File: src/hdl/tsios_pkg.sv
// Constants for the target status and I/O sequencer.
// Assumes one 50 MHz clock and an external bus phy that handles handshakes.
package tsios_pkg;

  // Status byte layout
  localparam int unsigned CODE_LSB = 1;
  localparam int unsigned CODE_MSB = 5;

  // Status byte values
  localparam logic [7:0] ST_GOOD      = 8'h00;
  localparam logic [7:0] ST_CHECK     = 8'h02;
  localparam logic [7:0] ST_COND_MET  = 8'h04;
  localparam logic [7:0] ST_BUSY      = 8'h08;
  localparam logic [7:0] ST_INTERM    = 8'h10;
  localparam logic [7:0] ST_INTERM_CM = 8'h14;
  localparam logic [7:0] ST_RES_CONF  = 8'h18;
  localparam logic [7:0] ST_CMD_TERM  = 8'h22;
  localparam logic [7:0] ST_QUEUE_FUL = 8'h28;

  // Message bytes sent in MESSAGE IN
  localparam logic [7:0] MSG_COMPLETE   = 8'h00;
  localparam logic [7:0] MSG_SAVE_PTR   = 8'h02;
  localparam logic [7:0] MSG_RESTORE    = 8'h03;
  localparam logic [7:0] MSG_DISCONNECT = 8'h04;
  localparam logic [7:0] MSG_LINKED     = 8'h0a;
  localparam logic [7:0] MSG_LINKED_FLG = 8'h0b;
  localparam logic [7:0] MSG_IDENTIFY   = 8'h80;
  localparam int unsigned LUN_W         = 3;

  // Bus phases driven toward the phy
  typedef enum logic [2:0] {
    TSIOS_PH_FREE     = 3'h0,
    TSIOS_PH_MSG_OUT  = 3'h1,
    TSIOS_PH_COMMAND  = 3'h2,
    TSIOS_PH_DATA_IN  = 3'h3,
    TSIOS_PH_DATA_OUT = 3'h4,
    TSIOS_PH_STATUS   = 3'h5,
    TSIOS_PH_MSG_IN   = 3'h6,
    TSIOS_PH_RESELECT = 3'h7
  } tsios_phase_t;

  // Completion outcome reported by the command executor
  typedef enum logic [2:0] {
    TSIOS_OUT_OK    = 3'h0,
    TSIOS_OUT_CHECK = 3'h1,
    TSIOS_OUT_BUSY  = 3'h2,
    TSIOS_OUT_RESV  = 3'h3,
    TSIOS_OUT_TERM  = 3'h4,
    TSIOS_OUT_QFULL = 3'h5,
    TSIOS_OUT_ABORT = 3'h6
  } tsios_outcome_t;

  localparam int unsigned LBA_W = 32;

endpackage

File: src/hdl/tsios_sequencer.sv
// Target-side phase sequencer for one I/O process at a time.
// Assumes a bus phy that moves one byte per strobe and reports bus events.
`timescale 1ns/1ps
module tsios_sequencer (
  input  wire logic       clk_sys_i,
  input  wire logic       reset_n_i,
  // Bus events from the phy
  input  wire logic       sel_i,
  input  wire logic       atn_i,
  input  wire logic       bus_reset_i,
  input  wire logic       unexp_disc_i,
  input  wire logic       byte_done_i,
  input  wire logic [7:0] byte_in_i,
  // Executor interface
  input  wire logic       cdb_done_i,
  input  wire logic       early_status_i,
  input  wire logic       has_data_i,
  input  wire logic       data_done_i,
  input  wire logic       disc_req_i,
  input  wire logic       mid_data_i,
  input  wire logic       retry_req_i,
  input  wire logic       resume_i,
  input  wire logic       done_i,
  input  wire logic [2:0] outcome_i,
  input  wire logic       cond_met_i,
  input  wire logic       link_i,
  input  wire logic       flag_i,
  input  wire logic [31:0] last_lba_i,
  // Bus control toward the phy, then lun, nexus, base LBA and start/end strobes toward the executor
  output logic [2:0]      phase_o,
  output logic            bsy_o,
  output logic            byte_req_o,
  output logic [7:0]      byte_out_o,
  output logic [2:0]      lun_o,
  output logic            nexus_o,
  output logic [31:0]     base_lba_o,
  output logic            cmd_start_o,
  output logic            io_end_o
);

  ////////////////////////////////////////////////////////////////////////
  // Status encoding

  logic [7:0] status_byte;
  // Link bit as latched with the command block, so status and message agree
  logic       linked_q;
  logic       linked_d;

  tsios_status_enc u_enc (
    .outcome_i  (outcome_i),
    .cond_met_i (cond_met_i),
    .linked_i   (linked_q),
    .status_o   (status_byte)
  );

  ////////////////////////////////////////////////////////////////////////
  // Sequencer state

  typedef enum {
    S_FREE, S_MSG_OUT, S_COMMAND, S_EXEC, S_DATA_IN, S_STATUS,
    S_MSG_IN, S_SAVE, S_DISC, S_RESTORE, S_WAIT_RES, S_RESEL, S_IDENT
  } tsios_state_t;

  tsios_state_t           state_q, state_d;
  tsios_pkg::tsios_phase_t phase_q, phase_d;
  logic        bsy_q, bsy_d;
  logic        req_q, req_d;
  logic [7:0]  out_q, out_d;
  logic [2:0]  lun_q, lun_d;
  logic        nexus_q, nexus_d;
  logic [31:0] base_q, base_d;
  logic        start_q, start_d;
  logic        end_q, end_d;
  logic        flag_q, flag_d;

  function automatic logic aborted(input logic rst, input logic drop);
    aborted = rst | drop;
  endfunction

  always_comb begin
    state_d  = state_q;
    phase_d  = phase_q;
    bsy_d    = bsy_q;
    req_d    = 1'b0;
    out_d    = out_q;
    lun_d    = lun_q;
    nexus_d  = nexus_q;
    base_d   = base_q;
    start_d  = 1'b0;
    end_d    = 1'b0;
    linked_d = linked_q;
    flag_d   = flag_q;
    if (aborted(bus_reset_i, unexp_disc_i)) begin
      // No status byte on hard reset or unexpected disconnect
      state_d = S_FREE;
      phase_d = tsios_pkg::TSIOS_PH_FREE;
      bsy_d   = 1'b0;
      nexus_d = 1'b0;
      end_d   = nexus_q;
    end else begin
      case (state_q)
        S_FREE: begin
          if (sel_i && atn_i) begin
            state_d = S_MSG_OUT;
            phase_d = tsios_pkg::TSIOS_PH_MSG_OUT;
            bsy_d   = 1'b1;
            req_d   = 1'b1;
          end else if (resume_i && nexus_q) begin
            state_d = S_RESEL;
            phase_d = tsios_pkg::TSIOS_PH_RESELECT;
            bsy_d   = 1'b1;
          end
        end
        S_MSG_OUT: begin
          if (byte_done_i) begin
            if (byte_in_i[7]) begin
              lun_d   = byte_in_i[tsios_pkg::LUN_W-1:0];
              nexus_d = 1'b1;
              state_d = S_COMMAND;
              phase_d = tsios_pkg::TSIOS_PH_COMMAND;
              start_d = 1'b1;
            end else begin
              // Abort-class message: end without status
              state_d = S_FREE;
              phase_d = tsios_pkg::TSIOS_PH_FREE;
              bsy_d   = 1'b0;
              nexus_d = 1'b0;
              end_d   = 1'b1;
            end
          end else begin
            req_d = 1'b1;
          end
        end
        S_COMMAND: begin
          if (early_status_i || cdb_done_i) begin
            state_d  = early_status_i ? S_STATUS : S_EXEC;
            linked_d = link_i;
            flag_d   = flag_i;
          end
        end
        S_EXEC: begin
          if (disc_req_i) begin
            state_d = mid_data_i ? S_SAVE : S_DISC;
            phase_d = tsios_pkg::TSIOS_PH_MSG_IN;
          end else if (retry_req_i) begin
            state_d = S_RESTORE;
            phase_d = tsios_pkg::TSIOS_PH_MSG_IN;
          end else if (done_i) begin
            state_d = S_STATUS;
          end else if (has_data_i) begin
            state_d = S_DATA_IN;
            phase_d = tsios_pkg::TSIOS_PH_DATA_IN;
          end
        end
        S_DATA_IN: begin
          if (data_done_i || disc_req_i || retry_req_i) begin
            state_d = S_EXEC;
          end
        end
        S_SAVE: begin
          out_d = tsios_pkg::MSG_SAVE_PTR;
          req_d = ~byte_done_i;
          if (byte_done_i) begin
            state_d = S_DISC;
          end
        end
        S_DISC: begin
          out_d = tsios_pkg::MSG_DISCONNECT;
          req_d = ~byte_done_i;
          if (byte_done_i) begin
            state_d = S_WAIT_RES;
            phase_d = tsios_pkg::TSIOS_PH_FREE;
            bsy_d   = 1'b0;
          end
        end
        S_RESTORE: begin
          out_d = tsios_pkg::MSG_RESTORE;
          req_d = ~byte_done_i;
          if (byte_done_i) begin
            state_d = S_EXEC;
          end
        end
        S_WAIT_RES: begin
          if (resume_i) begin
            state_d = S_RESEL;
            phase_d = tsios_pkg::TSIOS_PH_RESELECT;
            bsy_d   = 1'b1;
          end
        end
        S_RESEL: begin
          if (sel_i) begin
            state_d = S_IDENT;
            phase_d = tsios_pkg::TSIOS_PH_MSG_IN;
          end
        end
        S_IDENT: begin
          out_d = tsios_pkg::MSG_IDENTIFY | {5'h00, lun_q};
          req_d = ~byte_done_i;
          if (byte_done_i) begin
            state_d = S_EXEC;
          end
        end
        S_STATUS: begin
          phase_d = tsios_pkg::TSIOS_PH_STATUS;
          out_d   = status_byte;
          req_d   = ~byte_done_i;
          if (byte_done_i) begin
            state_d = S_MSG_IN;
            phase_d = tsios_pkg::TSIOS_PH_MSG_IN;
            linked_d = linked_q && (outcome_i == 3'(tsios_pkg::TSIOS_OUT_OK));
          end
        end
        S_MSG_IN: begin
          if (linked_q) begin
            out_d = flag_q ? tsios_pkg::MSG_LINKED_FLG : tsios_pkg::MSG_LINKED;
          end else begin
            out_d = tsios_pkg::MSG_COMPLETE;
          end
          req_d = ~byte_done_i;
          if (byte_done_i) begin
            if (linked_q) begin
              state_d = S_COMMAND;
              phase_d = tsios_pkg::TSIOS_PH_COMMAND;
              base_d  = last_lba_i;
              start_d = 1'b1;
            end else begin
              state_d = S_FREE;
              phase_d = tsios_pkg::TSIOS_PH_FREE;
              bsy_d   = 1'b0;
              nexus_d = 1'b0;
              end_d   = 1'b1;
            end
          end
        end
        default: begin
          state_d = S_FREE;
          phase_d = tsios_pkg::TSIOS_PH_FREE;
          bsy_d   = 1'b0;
        end
      endcase
    end
  end

  always_ff @(posedge clk_sys_i or negedge reset_n_i) begin
    if (!reset_n_i) begin
      state_q  <= S_FREE;
      phase_q  <= tsios_pkg::TSIOS_PH_FREE;
      bsy_q    <= 1'b0;
      req_q    <= 1'b0;
      out_q    <= 8'h00;
      lun_q    <= 3'h0;
      nexus_q  <= 1'b0;
      base_q   <= 32'h0000_0000;
      start_q  <= 1'b0;
      end_q    <= 1'b0;
      linked_q <= 1'b0;
      flag_q   <= 1'b0;
    end else begin
      state_q  <= state_d;
      phase_q  <= phase_d;
      bsy_q    <= bsy_d;
      req_q    <= req_d;
      out_q    <= out_d;
      lun_q    <= lun_d;
      nexus_q  <= nexus_d;
      base_q   <= base_d;
      start_q  <= start_d;
      end_q    <= end_d;
      linked_q <= linked_d;
      flag_q   <= flag_d;
    end
  end

  assign phase_o     = phase_q;
  assign bsy_o       = bsy_q;
  assign byte_req_o  = req_q;
  assign byte_out_o  = out_q;
  assign lun_o       = lun_q;
  assign nexus_o     = nexus_q;
  assign base_lba_o  = base_q;
  assign cmd_start_o = start_q;
  assign io_end_o    = end_q;

endmodule

File: src/hdl/tsios_status_enc.sv
// Status byte encoder: picks the status code from the completion outcome.
// Assumes the sequencer reloads its output every cycle it spends in the status state.
`timescale 1ns/1ps
module tsios_status_enc (
  input  wire logic [2:0] outcome_i,
  input  wire logic       cond_met_i,
  input  wire logic       linked_i,
  output logic      [7:0] status_o
);

  logic [7:0] code;

  always_comb begin
    unique case (tsios_pkg::tsios_outcome_t'(outcome_i))
      tsios_pkg::TSIOS_OUT_OK: begin
        if (linked_i) begin
          code = cond_met_i ? tsios_pkg::ST_INTERM_CM : tsios_pkg::ST_INTERM;
        end else begin
          code = cond_met_i ? tsios_pkg::ST_COND_MET : tsios_pkg::ST_GOOD;
        end
      end
      tsios_pkg::TSIOS_OUT_CHECK: code = tsios_pkg::ST_CHECK;
      tsios_pkg::TSIOS_OUT_BUSY:  code = tsios_pkg::ST_BUSY;
      tsios_pkg::TSIOS_OUT_RESV:  code = tsios_pkg::ST_RES_CONF;
      tsios_pkg::TSIOS_OUT_TERM:  code = tsios_pkg::ST_CMD_TERM;
      tsios_pkg::TSIOS_OUT_QFULL: code = tsios_pkg::ST_QUEUE_FUL;
      default:                    code = tsios_pkg::ST_CHECK;
    endcase
    // Reserved bits forced low whatever the table holds
    status_o = '0;
    status_o[tsios_pkg::CODE_MSB:tsios_pkg::CODE_LSB] =
      code[tsios_pkg::CODE_MSB:tsios_pkg::CODE_LSB];
  end

endmodule

File: config.mk
export PLATFORM = sky130hd
export DESIGN_NAME = tsios_sequencer
export DESIGN_NICKNAME = d
export VERILOG_FILES = /design/src/hdl/tsios_pkg.sv /design/src/hdl/tsios_sequencer.sv /design/src/hdl/tsios_status_enc.sv
export SDC_FILE = /design/constraint.sdc
export NUM_CORES = 1
export LEC_CHECK = 0
export BUFFER_PORTS_ARGS = -buffer_cell sky130_fd_sc_hd__buf_4
export CAP_MARGIN = 20
export CORE_MARGIN = 2
export CORE_UTILIZATION = 54
export DETAILED_ROUTE_END_ITERATION = 7
export GPL_ROUTABILITY_DRIVEN = 0
export GPL_TIMING_DRIVEN = 1
export PLACE_DENSITY = 0.92
export SLEW_MARGIN = 20
export SYNTH_ARGS = -nofsm -noshare
export SYNTH_HDL_FRONTEND = slang
export SYNTH_SLANG_ARGS = --single-unit
File: constraint.sdc
create_clock -name clk_sys_i -period 3 [get_ports clk_sys_i]
set_input_delay 0.6 -clock clk_sys_i [delete_from_list [all_inputs] [get_ports clk_sys_i]]
set_output_delay 0.6 -clock clk_sys_i [all_outputs]
set_load 0.005 [all_outputs]
[Word level (Yosys, flattened, before mapping)]
Index checks and enable logic that the tools add are counted.
Operators by class
  $add $sub $neg: 0
  $mul: 0
  divide/modulo/power cells: 0
  order comparisons: 0
  equality and inequality tests: 36
  shift operators: 0
  muxes and demuxes: 77
  bitwise logic cells: 3
  reductions and logical operators: 24
Operator list (count)
  32-bit two-way mux: 17
  32-bit one-hot mux with 12 select lines: 1
  32-bit by 4-bit equality test with 1-bit output, second input constant: 5
  32-bit by 3-bit equality test with 1-bit output, second input constant: 4
  32-bit by 2-bit equality test with 1-bit output, second input constant: 2
  8-bit one-hot mux with 6 select lines: 1
  3-bit two-way mux: 15
  3-bit != test, second input constant: 11
  32-bit by 1-bit equality test with 1-bit output, second input constant: 1
  32-bit logical NOT: 1
  6-bit one-hot mux with 5 select lines: 1
  1-bit two-way mux: 27
  3-bit one-hot mux with 9 select lines: 1
  4-bit AND reduction: 4
  12-bit AND reduction: 1
  2-bit two-way mux: 5
  5-bit != test, second input constant: 2
  9-bit AND reduction: 1
  4-bit two-way mux: 2
  1-bit one-hot mux with 2 select lines: 4
  8-bit AND reduction: 1
  8-bit OR reduction: 1
  3-bit by 2-bit equality test with 1-bit output, second input constant: 2
  3-bit equality test, second input constant: 2
  21 further kinds: 28
Storage, ports and cells
  flip-flop bits (word level): 85
  bits in latches: 0
  bits in writable memories: 0
  bits in read-only memories: 0
  input port bits: 62
  output and inout bits: 51
  word-level logic and storage cells: 152
  memories kept: 0

[Logic depth before layout (Yosys ltp)]
Gate-level depths: netlist of run 1.
  depth in word-level cells: 6
  gate-level depth with buffers: 8
  gate-level depth less buffers: 5

[Hierarchy]
From an unflattened synthesis of run 1, not the netlist that was laid out.
Unflattened totals
  cells, all modules: 302
  area total of the unflattened synthesis: 3120.5 sq um
Modules (own cells, without submodules)
  tsios_sequencer: instances 1, cells each 289, area an instance 3030.4 sq um, sequential area each 1426.4 sq um
  tsios_status_enc: instances 1, cells each 13, area an instance 90.1 sq um, sequential area each 0.0 sq um

[Worst setup path before layout of run 1]
Ideal clock, no wire load.
  path kind: input -> register
  start: in unexp_disc_i
  end: reg base_q[0], in the netlist base_lba_o[0]
  setup time: 125 ps
  arrival time: 1633 ps
  data required time: 2875 ps
  path slack: 1242 ps
  cell stages on the path: 4
  path buffers: 1
  cell sequence: nor2_1 -> nand4_4 -> buf_6 -> mux2_4
Between the ends
  longest elaborated chain between the ends: 3
Ends and longest elaborated chain
  from (decl): line tsios_sequencer.sv:11  | input wire logic unexp_disc_i,
  1-bit OR: line tsios_sequencer.sv:77  | aborted = rst | drop;
  1-bit NOT (no line)
  4-bit AND reduction (no line)
  to (signal assigned): line tsios_sequencer.sv:266  | base_q <= base_d;
  to (decl): line tsios_sequencer.sv:71  | logic [31:0] base_q, base_d;
Every way passes these cells.
A chain may end at the register's enable or synchronous reset.

[Worst setup path in the final report of run 1]
  start: reg state_q[0]
  end: reg phase_q[0], in the netlist phase_o[0]
Between the ends
  longest elaborated chain between the ends: 4
  elaborated cells between the ends (all ways): 26
  classes of those cells: eq/ne: 21; mux: 2; reduce/logical: 3
Ends and longest elaborated chain
  from (decl): line tsios_sequencer.sv:64  | tsios_state_t state_q, state_d;
  from (signal assigned): line tsios_sequencer.sv:259  | state_q <= state_d;
  32-bit by 4-bit equality test with 1-bit output (tied with other cells): line tsios_sequencer.sv:101  | case (state_q)
  5-bit OR reduction (no line)
  3-bit one-hot mux with 9 select lines / 2-bit by 1-bit != test with 1-bit output (equally long branches)
  3-bit two-way mux / 9-bit AND reduction (equally long branches)
  to (signal assigned): line tsios_sequencer.sv:247  | phase_q <= tsios_pkg::TSIOS_PH_FREE;
  to (signal assigned): line tsios_sequencer.sv:260  | phase_q <= phase_d;
  to (decl): line tsios_sequencer.sv:65  | tsios_pkg::tsios_phase_t phase_q, phase_d;
Several ways; a longest one is shown, not always the timed one.

==> qor.csv, run 1 <==
metric,value,unit
outcome,"complete, no violations",
async_flop_share,100,%
drive_gt1_share,47.0,%
fin_setup_tns,0,ns
fmax,0.463,GHz
synth_area,3250,um2
grt.total_usage,26.2,%
p_comb_share,24.7,%
start_util,55.5,%
worstPathMaxFanout,16,
cts_buffer_depth,2,
clkSlewWorstSetupHoldPaths,0.10,ns
critPathLaunchType,flop,
switching_share,30.7,%
cp_data_required_time,3.20,ns
clock_sinks,56,
grt_setup_unrepaired,false,
synthesis.nets,348,
post-route-drc-count,0,
placedInstanceArea,4060,um2
n_fill_cell,402,
worstMarginPinSlew,0.698,ns
finalNonFillerCells,464,
grt_pass1_vias,2673,
arrival,2.36,ns
grt_pass1_wl,13400,um
die-area,6650,um2
switchingPower,0.000522,W
drt-total-wl,8730,um
p_per_area,410,nW/um2
finalPower,0.00170,W
synth_top_area_share,43.2,%
seqPwrFrac,50.6,%
dr.pass1.iters,7,
drt.antenna.violating_nets,0,
cts_resized,0,
pre_cts_slack,0.918,ns
hp-class,in -> async,
rr_worst_depth,6,
max_slew_margin,53.5,%
first_iter_violations,311,
setup-violations-final,0,
seq_area_frac_synth,43.2,%
finalNetCount,450,
coreArea,5850,um2
grt_start_max_net_pins,57,
ios,113,
cap_violations,0,
post-dp-hpwl,6480,um
yosys.cell_types.count,65,
synth-seq-cells,56,
portBuffers,107,
skew,0.00863,ns
area_delta_synth_final,27.8,%
die_h,81.5,um
insertion_delay,0.31,ns
hold_viol_final,0,
avgSynthCellArea,11.4,um2
ctsHoldBuffers,0,
fin_crit,2.16,ns
h-tree-depth,2,
period_share,72.0,%
avgViaCountPerCell,6.04,
ys.flop_type,dfrtp_1,
die_w,81.5,um
synth_edf_count,0,
ys_warn_count,0,
synth_commonest_cells,"56 x dfrtp_1, 32 x mux2_4, 19 x o21ai_0, 18 x nor2_1, 15 x nand2_1",
wl_per_cell,18.8,um
synth_top_area_cell,dfrtp_1,
antenna_found_initial,0,
endpoint_kind,flop,
ir_drop,0.307,mV
clock_power_share,24.7,%
grt_overflow,0,
num_vias,2801,
synth_cells,286,
leakagePower,2.12,nW
cts_tree,done,
dp_cells,456,
p_int,0.00118,W
fin_ws,0.839,ns
maxSlewViolCount,0,
cts-root-buf,clkbuf_8,
cts_setup_buffers,0,
path_class,reg -> reg,
diodes,0,
synthTopCellsByArea,"dfrtp_1 43%, mux2_4 15%, o21ai_0 2.9%",
synthMostInstantiatedCell,dfrtp_1,
fin_area,4150,um2
num_rows,28,
numCtsBuffers,5,
[power by group through the flow]
stage | sequential [W] | clock (W) | combinational (W)
after detailed placement | 0.000873 | 0 | 0.000410
after CTS | 0.000859 | 0.000428 | 0.000414
after global routing | 0.000867 | 0.000456 | 0.000457
after global placement | 0.000870 | 0 | 0.000395
after floorplan | 0.000852 | 0 | 0.000255
final | 0.000861 | 0.000420 | 0.000420
[per-layer routing]
layer	global-route usage, %	vias to the layer above	part of all wire (%)
met2	47.0	170	54
met1	32.1	1357	36
met5	0	-	0
met4	6.61	0	1.7
li1	-	1245	-
met3	5.27	29	7.6
[stage by stage]
step	util, %	hold slack (ns)
floorplan	-	0.304
global placement	69.4	0.468
detailed placement	69.4	0.478
CTS	70.9	0.343
global route	70.9	0.381
finish	70.9	0.311
[flip-flops by register name, indices dropped and copies added, names as in the netlist]
register	cells
base_lba_o	32
bsy_o	1
byte_out_o	7
byte_req_o	1
cmd_start_o	1
flag_q	1
io_end_o	1
linked_q	1
lun_o	3
nexus_o	1
phase_o	3
state_q	4
[cell type report]
| cell class | count | area (um2) | area share, % |
|---|---|---|---|
| repair buffers | 114 | 856 | 20.6 |
| clock buffers | 5 | 68.8 | 1.66 |
| multi-input cells | 206 | 1690 | 40.7 |
| inverters | 5 | 18.8 | 0.452 |
| clock inverters | 3 | 21.3 | 0.513 |
| well taps | 75 | 93.8 | 2.26 |
| flip-flops and latches | 56 | 1400 | 33.8 |
[cells in the final DEF (no fill, tap or decap), types with 7 or more instances in the layout]
master   Yosys  routed
o21ai_0     19      19
nor3_1       8       8
mux2_4      32      32
mux2_2       7       7
mux2i_1      9       9
buf_4        4     114
a21oi_1     11      11
nand2_1     15      15
nor2b_1      8       8
dfrtp_1     56      56
nor2_1      18      18
nand3_1      8       8
[logic make-up (layout without fill, tap and decap cells)]
group | after synthesis | in the layout | share of synthesized area [%]
simple gates | 87 | 87 | 15.5
buf+inv | 24 | 127 | 4.82
compound gates | 68 | 68 | 15.8
flops | 56 | 56 | 43.2
xor+xnor | 2 | 2 | 0.540
other cells | 1 | 1 | 0.115
mux | 48 | 48 | 20.0
[worst max-delay path, cell delays in order, from the launching register on]
cell and delay [ns]:
dfrtp_1 0.68, buf_4 0.31, nand2_2 0.11, nor2_2 0.14
nand3_1 0.14, a41oi_4 0.34, mux2_4 0.33
[path summary, 6_finish.rpt]
| path | end | slack, ns | from |
|---|---|---|---|
| setup / recovery | phase_o[0]$_DFFE_PN0P_ | 0.84 | state_q[0]$_DFFE_PN0P_ |
| hold / removal | base_lba_o[13]$_DFFE_PN0P_ | 0.31 | reset_n_i |
| setup reg to reg | phase_o[0]$_DFFE_PN0P_ | 0.84 | state_q[0]$_DFFE_PN0P_ |
| hold reg to reg | byte_out_o[4]$_DFFE_PN0P_ | 0.50 | byte_out_o[4]$_DFFE_PN0P_ |
| max in group asynchronous | bsy_o$_DFFE_PN0P_ | 2.21 | reset_n_i |
| min in group clk_sys_i | byte_out_o[4]$_DFFE_PN0P_ | 0.50 | byte_out_o[4]$_DFFE_PN0P_ |
No activity file was read; power rests on OpenSTA's default activity.
==> run 2: changes to the inputs <==
--- a/config.mk
+++ b/config.mk
@@ -8,11 +8,11 @@
 export BUFFER_PORTS_ARGS = -buffer_cell sky130_fd_sc_hd__buf_4
 export CAP_MARGIN = 20
 export CORE_MARGIN = 2
-export CORE_UTILIZATION = 54
+export CORE_UTILIZATION = 46
 export DETAILED_ROUTE_END_ITERATION = 7
 export GPL_ROUTABILITY_DRIVEN = 0
 export GPL_TIMING_DRIVEN = 1
-export PLACE_DENSITY = 0.92
+export PLACE_DENSITY = 0.84
 export SLEW_MARGIN = 20
 export SYNTH_ARGS = -nofsm -noshare
 export SYNTH_HDL_FRONTEND = slang
==> constraint.sdc (replaced) <==
create_clock -name clk_sys_i -period 1.9 [get_ports clk_sys_i]
set_input_delay 0.38 -clock clk_sys_i [delete_from_list [all_inputs] [get_ports clk_sys_i]]
set_output_delay 0.38 -clock clk_sys_i [all_outputs]
set_load 0.005 [all_outputs]
==> run 2 against run 1 <==
  * Cell count grew 6.9%
  * Worst setup slack lost 0.76 ns
  * Sequential power grew 56%
  * Global-route usage shrank 4.5 points
  * Clock-buffer cell count is the same
  * Sequential share of layout area shrank 1.5 points
  * Worst hold slack lost 0.21 ns
  * Total power grew 61%
  * Critical path depth shrank 1
==> qor.csv, run 2 (same netlist as run 1, synthesis figures left out) <==
metric,value,unit,change
grt.total_usage,21.7,%,-4.5 points
insertion_delay,0.31,ns,about the same
path_class,reg -> reg,,
rr_endpoint,phase_o[2]$_DFFE_PN0P_,,
fin_setup_tns,0,ns,unchanged
final_common_cell,buf_4,,
die_h,88.0,um,+7.9%
cts_tree,done,,
pre_cts_slack,0.0796,ns,-0.838 ns
arrival,2.02,ns,-0.34 ns
p_per_area,633,nW/um2,+54%
diodes,0,,unchanged
ios,113,,unchanged
finalNonFillerCells,496,,+6.9%
r2r_slack,0.08,ns,-0.76 ns
ir_drop,0.561,mV,+83%
multi_input_comb_area,1710,um2,+0.96%
first_iter_violations,334,,+7.4%
coreArea,6790,um2,+16%
dp_cells,488,,+7.0%
finalNetCount,461,,+2.4%
layout_common_cells,"120 x buf_4, 55 x dfrtp_1, 32 x mux2_4, 19 x o21ai_0, 18 x nor2_1",,
cts_buffer_depth,2,,unchanged
skew,0.0124,ns,+0.00373 ns
worstPathMaxFanout,8,,-8
h-tree-depth,2,,unchanged
fin_crit,1.82,ns,-0.337 ns
post-route-drc-count,0,,unchanged
fmax,0.548,GHz,+18%
period_share,96.0,%,+24 points
drive_gt1_share,49.3,%,+2.2 points
num_rows,30,,+7.1%
die_w,88.0,um,+7.9%
drt-total-wl,8490,um,-2.7%
grt_pass1_wl,13200,um,-0.93%
endpoint_kind,flop,,
avgViaCountPerCell,5.51,,-8.7%
cts-root-buf,clkbuf_8,,
holdWs,0.0991,ns,-0.212 ns
outcome,"complete, no violations",,
final_util,63.9,%,-7.0 points
largest_reg_flops,32,,unchanged
antenna_found_initial,0,,unchanged
post-dp-hpwl,6350,um,-2.1%
startpoint,state_q[2]$_DFFE_PN0P_,,
num_vias,2734,,-2.4%
cts_setup_buffers,0,,unchanged
fin_ws,0.0763,ns,-0.763 ns
hp-class,in -> async,,
setup-violations-final,0,,unchanged
rr_worst_depth,5,,-1
drt.antenna.violating_nets,0,,unchanged
numCtsBuffers,5,,unchanged
grt_overflow,0,,unchanged
n_fill_cell,513,,+28%
worstMarginPinSlew,0.688,ns,-0.00934 ns
crit_end,phase_o[2]$_DFFE_PN0P_,,
ctsHoldBuffers,0,,unchanged
cts_resized,0,,unchanged
r2r-start,state_q[2]$_DFFE_PN0P_,,
seq_area,1400,um2,about the same
maxSlewViolCount,0,,unchanged
clkSlewWorstSetupHoldPaths,0.10,ns,about the same
clock_sinks,56,,unchanged
max_slew_margin,54.1,%,+0.62 points
grt_setup_unrepaired,true,,
cp_data_required_time,2.10,ns,-1.10 ns
cap_violations,0,,unchanged
area_delta_synth_final,33.6,%,
dr.pass1.iters,5,,-2
start_util,47.8,%,-7.7 points
grt_pass1_vias,2664,,-0.34%
critPathLaunchType,flop,,
wl_per_cell,17.1,um,-9.0%
leakagePower,2.20,nW,+3.8%
die-area,7750,um2,+17%
hold_viol_final,0,,unchanged
grt_start_max_net_pins,57,,unchanged
portBuffers,107,,unchanged
run 2: worst min path at each step:
stage	from	endpoint	slack [ns]	depth (start not counted)
5_1_grt	reset_n_i	state_q[3]$_DFFE_PN0P_	0.14	1
3_3_place_gp	reset_n_i	state_q[3]$_DFFE_PN0P_	0.47	1
6_report	reset_n_i	state_q[3]$_DFFE_PN0P_	0.1	1
2_1_floorplan	reset_n_i	base_lba_o[0]$_DFFE_PN0P_	0.08	0
3_5_place_dp	reset_n_i	state_q[3]$_DFFE_PN0P_	0.48	1
4_1_cts	reset_n_i	linked_q$_DFFE_PN0P_	0.14	1
run 2: routing by layer:
metal | wire (um) | vias up | part of all wire [%] | GRT usage (%)
met5 | 0 | - | 0 | 0
met4 | 132 | 0 | 1.6 | 6.61
met3 | 457 | 11 | 5.4 | 2.83
met2 | 4430 | 118 | 52 | 35.4
met1 | 3480 | 1330 | 41 | 30.3
li1 | - | 1275 | - | -
run 2: per-stage QoR:
step | power (W) | area, um2
floorplan | 0.00175 | 3250
global placement | 0.00206 | 4230
detailed placement | 0.00209 | 4230
CTS | 0.00275 | 4320
global route | 0.00289 | 4340
finish | 0.00275 | 4340
run 2: layout make-up:
cell class              instances  share of cell area (%)
flip-flops and latches         56                    32.3
multi-input cells             206                    39.3
inverters                       5                   0.433
clock buffers                   5                    1.59
clock inverters                 3                   0.519
well taps                      96                    2.77
repair buffers                125                    23.1
run 2: power by group:
part	total, W	switching, W	internal (W)	leakage [nW]
clock	0.000661	0.000396	0.000265	0.0485
combinational	0.000746	0.000360	0.000386	1.39
sequential	0.00134	0.0000728	0.00127	0.770
run 2: critical path: stages (launching register included):
cell and delay (ns):
dfrtp_1 0.47, or2_1 0.33, nor2_2 0.14, nand3_1 0.14
a41oi_4 0.32, mux2_4 0.33
